### src/design/psb_map.svh
`ifndef PSB_MAP_SVH
`define PSB_MAP_SVH

// ==============================================================
// register offsets
`define PSB_OFS_CONFIG_STATUS     8'h00
`define PSB_OFS_OPERATING_STATUS  8'h01
`define PSB_OFS_CELL_BALANCE      8'h02

// ==============================================================
// configuration status field positions
`define PSB_CFG_UPPER_BIT         7
`define PSB_CFG_LOWER_BIT         6
`define PSB_CFG_VARIANT_BIT       5
`define PSB_CFG_WAKE_BIT          4

// ==============================================================
// cell balance field positions
`define PSB_BAL_WAKE_BIT          6
`define PSB_BAL_CELL7_BIT         7

// ==============================================================
// reset values and bus constants
`define PSB_BAL_RESET             8'h00
`define PSB_READ_ZERO             8'h00
`define PSB_BITS_PER_BYTE         4'h8
`define PSB_DEV_ADDR_DEFAULT      7'h28

`endif

### src/design/psb_pkg.sv
package psb_pkg;

    // ==============================================================
    // fault conditions from the protection detectors, same clock
    typedef struct packed {
        logic ext_overtemp;
        logic int_overtemp;
        logic load_heavy;
        logic discharge_short;
        logic discharge_overcurrent;
        logic charge_overcurrent;
    } psb_cond_t;

    // latched flags, operating status bits 5..0
    typedef struct packed {
        logic external_overtemp_flag;
        logic internal_overtemp_flag;
        logic load_fail_flag;
        logic discharge_short_flag;
        logic discharge_overcurrent_flag;
        logic charge_overcurrent_flag;
    } psb_flags_t;

    // ==============================================================
    // serial slave states
    typedef enum logic [2:0] {
        PSB_IDLE,
        PSB_ADDR,
        PSB_ADDR_ACK,
        PSB_WR_BYTE,
        PSB_WR_ACK,
        PSB_RD_BYTE,
        PSB_RD_ACK
    } psb_state_t;

    // ==============================================================
    // whole state of the register bank
    typedef struct packed {
        psb_state_t state;
        logic [3:0] bit_cnt;
        logic [7:0] shreg;
        logic [7:0] ptr;
        logic       rw;
        logic       ptr_phase;
        logic       scl_prev;
        logic       sda_prev;
        logic       sda_oe;
        psb_flags_t flags;
        logic [7:0] balance_reg;
        logic [7:1] balance_out;
        logic       wake_req;
    } psb_regs_t;

endpackage

### src/design/psb_sync.sv
`timescale 1ns/1ps
`default_nettype none

// two-flop synchroniser; the first stage feeds only the second
module psb_sync #(
    parameter int W = 1
) (
    input  wire logic         i_sys_clk,
    input  wire logic         i_sys_rst,
    input  wire logic [W-1:0] i_d,
    output logic      [W-1:0] o_q
);
    logic [W-1:0] meta_q;
    logic [W-1:0] sync_q;

    // ==============================================================
    // resync chain, idles high like the bus lines
    always_ff @(posedge i_sys_clk) begin
        if (i_sys_rst) begin
            meta_q <= '1;
            sync_q <= '1;
        end else begin
            meta_q <= i_d;
            sync_q <= meta_q;
        end
    end

    assign o_q = sync_q;

endmodule

`default_nettype wire

### src/design/psb_status_balance_regs.sv
// Overview of operation
// config status bit 7 reads one on the upper device, fixed, writes ignored
// config status bit 6 reads one on the lower device, fixed, writes ignored
// config status bit 5 is a variant bit with no function here
// config bit 4 shows wake pin above or below threshold per polarity
// status bit 5 latches external overtemp, clears on read once gone
// status bit 4 latches internal overtemp, clears on read once gone
// status bit 3 latches load fail when monitoring, clears on read once gone
// status bit 2 latches discharge short, clears on read once removed
// status bit 1 latches discharge overcurrent, clears on read once removed
// status bit 0 latches charge overcurrent, clears on read once ended
// balance bits 1..7 switch cells 1..7 on or off; bit 0 unused
// balance bit 6 also drives the wake request output
// balance bit 7 balances cell 7 only on the upper device
// wake request output exists only on the lower device
// latched fault flags clear on read; other status follows its condition
// host writes zero to reserved bits and ignores them on reads
// upper device reads lower-only status as zero; writable bits hold inertly
// read clear acts after data capture so a new set is never lost
`timescale 1ns/1ps
`default_nettype none
`include "psb_map.svh"

module psb_status_balance_regs
    import psb_pkg::*;
#(
    parameter bit       UPPER_DEVICE = 1'b0,
    parameter bit [6:0] DEV_ADDR     = `PSB_DEV_ADDR_DEFAULT
) (
    input  wire logic      i_sys_clk,
    input  wire logic      i_sys_rst,
    input  wire logic      i_scl,
    input  wire logic      i_sda,
    output logic           o_sda_o,
    output logic           o_sda_oe,
    input  wire logic      i_wake_pin_above,
    input  wire logic      i_wake_polarity,
    input  wire logic      i_load_monitor,
    input  wire psb_cond_t i_cond,
    output logic     [7:1] o_balance_on,
    output logic           o_wake_request_out
);

    psb_regs_t r_q;
    psb_regs_t r_d;
    logic      scl_s;
    logic      sda_s;
    logic      wake_above_s;

    // ==============================================================
    // pin resync
    psb_sync #(.W(3)) u_sync (
        .i_sys_clk (i_sys_clk),
        .i_sys_rst (i_sys_rst),
        .i_d       ({i_scl, i_sda, i_wake_pin_above}),
        .o_q       ({scl_s, sda_s, wake_above_s})
    );

    // ==============================================================
    // register read decode, reserved and unmapped bits read zero
    function automatic logic [7:0] read_mux(input logic [7:0] ofs,
                                           input psb_flags_t fl,
                                           input logic [7:0] bal,
                                           input logic wake_state);
        logic [7:0] v;
        v = `PSB_READ_ZERO;
        case (ofs)
            `PSB_OFS_CONFIG_STATUS: begin
                v[`PSB_CFG_UPPER_BIT]   = UPPER_DEVICE;
                v[`PSB_CFG_LOWER_BIT]   = !UPPER_DEVICE;
                v[`PSB_CFG_VARIANT_BIT] = 1'b0;
                v[`PSB_CFG_WAKE_BIT]    = wake_state;
            end
            `PSB_OFS_OPERATING_STATUS: begin
                v[5:0] = fl;
            end
            `PSB_OFS_CELL_BALANCE: begin
                v[7:1] = bal[7:1];  // bit 0 unused, reads zero
            end
            default: begin
                v = `PSB_READ_ZERO;
            end
        endcase
        return v;
    endfunction

    // ==============================================================
    // next-state logic
    always_comb begin
        logic       rise;
        logic       fall;
        logic       start;
        logic       stop;
        logic       load_rd;
        logic       do_clr;
        logic       wake_state;
        logic [7:0] rd_byte;
        psb_flags_t cond;
        psb_flags_t clr_mask;

        r_d        = r_q;
        rise       = scl_s && !r_q.scl_prev;
        fall       = !scl_s && r_q.scl_prev;
        start      = scl_s && r_q.scl_prev && r_q.sda_prev && !sda_s;
        stop       = scl_s && r_q.scl_prev && !r_q.sda_prev && sda_s;
        load_rd    = 1'b0;
        do_clr     = 1'b0;
        rd_byte    = `PSB_READ_ZERO;
        clr_mask   = '0;
        cond       = '0;
        // polarity selects which side of threshold counts as awake
        wake_state = i_wake_polarity ? wake_above_s : !wake_above_s;

        r_d.scl_prev = scl_s;
        r_d.sda_prev = sda_s;

        if (start) begin
            r_d.state   = PSB_ADDR;
            r_d.bit_cnt = '0;
            r_d.sda_oe  = 1'b0;
        end else if (stop) begin
            r_d.state  = PSB_IDLE;
            r_d.sda_oe = 1'b0;
        end else begin
            case (r_q.state)
                PSB_IDLE: begin
                    r_d.sda_oe = 1'b0;
                end
                PSB_ADDR: begin
                    if (rise) begin
                        r_d.shreg   = {r_q.shreg[6:0], sda_s};
                        r_d.bit_cnt = r_q.bit_cnt + 4'h1;
                    end else if (fall && r_q.bit_cnt == `PSB_BITS_PER_BYTE) begin
                        // only our own address is acknowledged
                        if (r_q.shreg[7:1] == DEV_ADDR) begin
                            r_d.rw     = r_q.shreg[0];
                            r_d.sda_oe = 1'b1;
                            r_d.state  = PSB_ADDR_ACK;
                        end else begin
                            r_d.state = PSB_IDLE;
                        end
                        r_d.bit_cnt = '0;
                    end
                end
                PSB_ADDR_ACK: begin
                    if (fall) begin
                        if (r_q.rw) begin
                            load_rd = 1'b1;
                        end else begin
                            r_d.sda_oe    = 1'b0;
                            r_d.ptr_phase = 1'b1;
                            r_d.state     = PSB_WR_BYTE;
                        end
                    end
                end
                PSB_WR_BYTE: begin
                    if (rise) begin
                        r_d.shreg   = {r_q.shreg[6:0], sda_s};
                        r_d.bit_cnt = r_q.bit_cnt + 4'h1;
                    end else if (fall && r_q.bit_cnt == `PSB_BITS_PER_BYTE) begin
                        if (r_q.ptr_phase) begin
                            r_d.ptr       = r_q.shreg;
                            r_d.ptr_phase = 1'b0;
                        end else begin
                            // only balance is writable; status writes are ignored
                            if (r_q.ptr == `PSB_OFS_CELL_BALANCE) begin
                                r_d.balance_reg = {r_q.shreg[7:1], 1'b0};
                            end
                            r_d.ptr = r_q.ptr + 8'h01;
                        end
                        r_d.sda_oe  = 1'b1;
                        r_d.bit_cnt = '0;
                        r_d.state   = PSB_WR_ACK;
                    end
                end
                PSB_WR_ACK: begin
                    if (fall) begin
                        r_d.sda_oe = 1'b0;
                        r_d.state  = PSB_WR_BYTE;
                    end
                end
                PSB_RD_BYTE: begin
                    if (rise) begin
                        r_d.bit_cnt = r_q.bit_cnt + 4'h1;
                    end else if (fall) begin
                        if (r_q.bit_cnt == `PSB_BITS_PER_BYTE) begin
                            r_d.sda_oe = 1'b0;  // let the host acknowledge
                            r_d.state  = PSB_RD_ACK;
                        end else begin
                            r_d.shreg  = {r_q.shreg[6:0], 1'b0};
                            r_d.sda_oe = !r_q.shreg[6];
                        end
                    end
                end
                PSB_RD_ACK: begin
                    if (rise && sda_s) begin
                        r_d.state = PSB_IDLE;  // host nack ends the read
                    end else if (fall) begin
                        load_rd = 1'b1;
                    end
                end
                default: begin
                    r_d.state = PSB_IDLE;
                end
            endcase
        end

        // read byte is captured here; the clear uses that same snapshot
        if (load_rd) begin
            rd_byte     = read_mux(r_q.ptr, r_q.flags, r_q.balance_reg, wake_state);
            r_d.shreg   = rd_byte;
            r_d.sda_oe  = !rd_byte[7];
            r_d.ptr     = r_q.ptr + 8'h01;
            r_d.bit_cnt = '0;
            r_d.state   = PSB_RD_BYTE;
            do_clr      = (r_q.ptr == `PSB_OFS_OPERATING_STATUS);
        end

        // ==========================================================
        // fault flag latching
        cond.external_overtemp_flag     = i_cond.ext_overtemp;
        cond.internal_overtemp_flag     = i_cond.int_overtemp;
        cond.load_fail_flag             = i_load_monitor && i_cond.load_heavy &&
                                          (i_cond.discharge_short ||
                                           i_cond.discharge_overcurrent);
        cond.discharge_short_flag       = i_cond.discharge_short;
        cond.discharge_overcurrent_flag = i_cond.discharge_overcurrent;
        cond.charge_overcurrent_flag    = i_cond.charge_overcurrent;
        if (UPPER_DEVICE) begin
            // lower-only flags stay zero on the upper device
            cond = cond & 6'h10;
        end
        if (do_clr) begin
            clr_mask = r_q.flags;
        end
        // a live condition re-sets the bit, so set wins over clear
        r_d.flags = cond | (r_q.flags & ~clr_mask);

        // ==========================================================
        // balance switch and wake request drive
        r_d.balance_out = r_q.balance_reg[7:1];
        if (!UPPER_DEVICE) begin
            r_d.balance_out[`PSB_BAL_CELL7_BIT] = 1'b0;
        end
        // wake request pin exists only on the lower device
        r_d.wake_req = !UPPER_DEVICE && r_q.balance_reg[`PSB_BAL_WAKE_BIT];
    end

    // ==============================================================
    // state register
    always_ff @(posedge i_sys_clk) begin
        if (i_sys_rst) begin
            r_q          <= '0;
            r_q.scl_prev <= 1'b1;
            r_q.sda_prev <= 1'b1;
        end else begin
            r_q <= r_d;
        end
    end

    // open-drain data line only ever pulls low
    assign o_sda_o            = 1'b0;
    assign o_sda_oe           = r_q.sda_oe;
    assign o_balance_on       = r_q.balance_out;
    assign o_wake_request_out = r_q.wake_req;

endmodule

`default_nettype wire

### config.mk
export PLATFORM = sky130hd
export DESIGN_NAME = psb_status_balance_regs
export DESIGN_NICKNAME = d
export VERILOG_FILES = /design/src/design/psb_pkg.sv /design/src/design/psb_sync.sv /design/src/design/psb_status_balance_regs.sv
export VERILOG_INCLUDE_DIRS = /design/src /design/src/design
export SDC_FILE = /design/constraint.sdc
export NUM_CORES = 1
export LEC_CHECK = 0
export BUFFER_PORTS_ARGS = -buffer_cell sky130_fd_sc_hd__buf_2
export CAP_MARGIN = 0
export CORE_ASPECT_RATIO = 0.9
export CORE_MARGIN = 2
export CORE_UTILIZATION = 40
export CTS_CLUSTER_SIZE = 20
export DETAILED_ROUTE_END_ITERATION = 6
export GPL_TIMING_DRIVEN = 0
export SYNTH_ARGS = -nofsm -noshare
export SYNTH_HDL_FRONTEND = slang
export SYNTH_SLANG_ARGS = --single-unit
export TNS_END_PERCENT = 50
### constraint.sdc
create_clock -name i_sys_clk -period 2.7 [get_ports i_sys_clk]
set_input_delay 0.27 -clock i_sys_clk [delete_from_list [all_inputs] [get_ports i_sys_clk]]
set_output_delay 0.27 -clock i_sys_clk [all_outputs]
set_load 0.05 [all_outputs]
==> results.toml <==
[setup_path]
criticalPathCategory = "reg2reg"
endpoint_kind = "register"
critPathArrivalTime_ps = 2630
worstRegToRegCells = 7
r2r_slack_ps = 260
max_stage_delay_ps = 440
r2r-start = "r_q[48]$_SDFFE_PP0P_"
crit_buf_inv = 2
r2r-end = "r_q[20]$_SDFF_PP0_"
cp_cell_sequence = "clkbuf_1, o21ai_0, nor3_2, clkbuf_1, nand3_1, a21oi_1, nor2_1"
slowest_stage = "clkbuf_1"
crit_path_start_kind = "register"
crit_family = "simple AND/OR/NAND/NOR gates"
path_max_fanout = 10
crit_required_ps = 2880
crit_top_cell = "clkbuf_1"

[sta]
fin_hold_ws_ps = 145
finalCriticalPeriod_ps = 2440
maxSlewViolCount = 0
hold_violations = 0
setup_viol_count_final = 0
tightest_slew_ps = 704
fin_skew_ps = 2.79
finalSetupTns_ps = 0
relSlewSlack_pct = 52.7
max_clock_freq_mhz = 409
grt_setup_unrepaired = "no"
fin_crit_sh_pct = 90.5
setup_slack_ps = 256

[die]
die_w_um = 90.7
coreArea_um2 = 6550
pin_count = 23
start_util_pct = 41.3
dieArea_um2 = 7450
rows = 28
die_y_um = 82.1

[route]
antenna_left = 0
viasPerCell = 5.48
drtIter0Drc = 217
routedWlPerCell_um = 15.0
vias = 2442
drc = 0
drt_first_pass_iters = 6
drt_wl_total_um = 6690

[hold_path]
min_to = "u_sync.meta_q[0]$_SDFF_PP1_"
holdPathStages = 2
min_from = "i_wake_pin_above"
hp-class = "in2reg"

[logic_synthesis]
seq_area_frac_synth_pct = 39.2
synth_common_cells = "dfxtp_1 (53), nor2_1 (49), a21oi_1 (23), nand2_1 (22), clkbuf_1 (15)"
synth_area_um2 = 2710
ys_warn_count = 0
async_flop_share_pct = 0
synthCells = 328
synth_most_common_cell = "dfxtp_1"
synth_area_leaders = "dfxtp_1 (39%), nor2_1 (6.8%), a21oi_1 (4.2%)"
yosys.area.top_type_share_pct = 39.2
synth_area_leader_cell = "dfxtp_1"
ys_ff_latch = 53
syn_avg_cell_area_um2 = 8.26
yosysUniqueCellTypes = 54
synth_edf_count = 0
ys.flop_type = "dfxtp_1"

[global_routing]
first_global_vias = 2195
gr-total-overflow = 0
grt_max_degree = 17
antenna_found_initial = 0
track_usage_pct = 18.4
grt_pass1_wl_um = 11000

[clocking]
root_buffer = "clkbuf_8"
clkTransAtPathRegs_ps = 90
cts_buffers = 5
hold_buffers = 0
htree_levels = 2
insertion_delay_ps = 300
cts_tree = "built"
cts.sinks = 53
cts_buffer_depth = 2

[placement]
placed_cell_area_um2 = 2930
dp_hpwl_um = 4860
place.gp.congestion = 0.896
placedCellCount = 439
io_buffers = 20
post-place-ws_ps = 121

[layout]
area_growth_syn_to_layout_pct = 11.3
fin_util_pct = 46.0
nets = 375
layout.cells.non_filler = 446
drive_gt1_share_pct = 14.3
antenna_cells = 0
design_area_um2 = 3020
n_fill_cell = 688

[pwr]
finalPower_mw = 1.40
power_density_nw_per_um2 = 464
power_leakage_nw = 1.07
peakVddDrop_v = 0.000336

[status]
status = "finished clean"

[flow_run]
maxCapViolations = 0
[cell usage in the layout, fill, tap and decap left out, types with 7 or more instances in the layout]
cell type  instances
buf_4              8
or2_2              8
a211oi_1           9
dfxtp_1           53
inv_1              9
a22oi_1            7
o21ai_0           11
nor2_1            49
nor3_1            12
nand3_1            7
a21oi_1           23
nand2_1           22
buf_2             21
nor2b_1            9
clkbuf_1          15
mux2i_1            8
[flip-flops by register name, summed over array words and instances, names as in the netlist]
signal and flops:
u_sync.o_q 3, r_d 6, r_q 34, u_sync.meta_q 3
o_sda_oe 1, o_balance_on 6
[power breakdown]
part / total [mW] / internal (mW) / switching [mW]
clock network: 0.438 / 0.179 / 0.259
logic: 0.144 / 0.0489 / 0.0947
registers: 0.816 / 0.800 / 0.0165
[layer usage]
layer  GRT usage [%]  share of wire, %
met2            29.0                44
met3            2.94               4.2
met5               0                 0
met1            26.6                51
met4            4.31              0.73
[cells by family after synthesis]
kind of cell,count (synthesis),synth area share [%]
buffers and inverters,34,6.10
xor gates and xnor gates,8,2.59
and+or+nand+nor,136,25.7
adders and majority gates,6,2.77
DFF,53,39.2
AOI/OAI and AO/OA,82,20.6
muxes,8,2.96
other,1,0.138
[worst max path at each step]
stage,from,to,slack [ps],cells after the start
3_5_place_dp,r_q[48]$_SDFFE_PP0P_,r_q[20]$_SDFF_PP0_,120,7
4_1_cts,r_q[48]$_SDFFE_PP0P_,r_q[20]$_SDFF_PP0_,90,7
6_report,r_q[48]$_SDFFE_PP0P_,r_q[20]$_SDFF_PP0_,260,7
3_3_place_gp,r_q[48]$_SDFFE_PP0P_,r_q[21]$_SDFF_PP0_,140,7
5_1_grt,r_q[48]$_SDFFE_PP0P_,r_q[18]$_SDFF_PP0_,50,7
2_1_floorplan,r_q[30]$_SDFFE_PP0P_,r_d[0]$_SDFFE_PP0P_,640,6
[final cells by class]
cell class / count / area (µm²) / share of cell area, %
multi-input combinational: 242 / 1490 / 49.5
sequential: 53 / 1060 / 35.2
buffer: 25 / 131 / 4.36
tap: 90 / 113 / 3.73
timing repair buffer: 20 / 100 / 3.32
clock buffer: 5 / 68.8 / 2.28
inverter: 9 / 33.8 / 1.12
clock inverter: 2 / 16.3 / 0.539
[repair_timing]
item                       4_1_cts  5_1_grt
setup buffers                    0        0
gates resized for setup          0        1
setup endpoints to repair        0        6
Power figures use the tool's default switching activity.
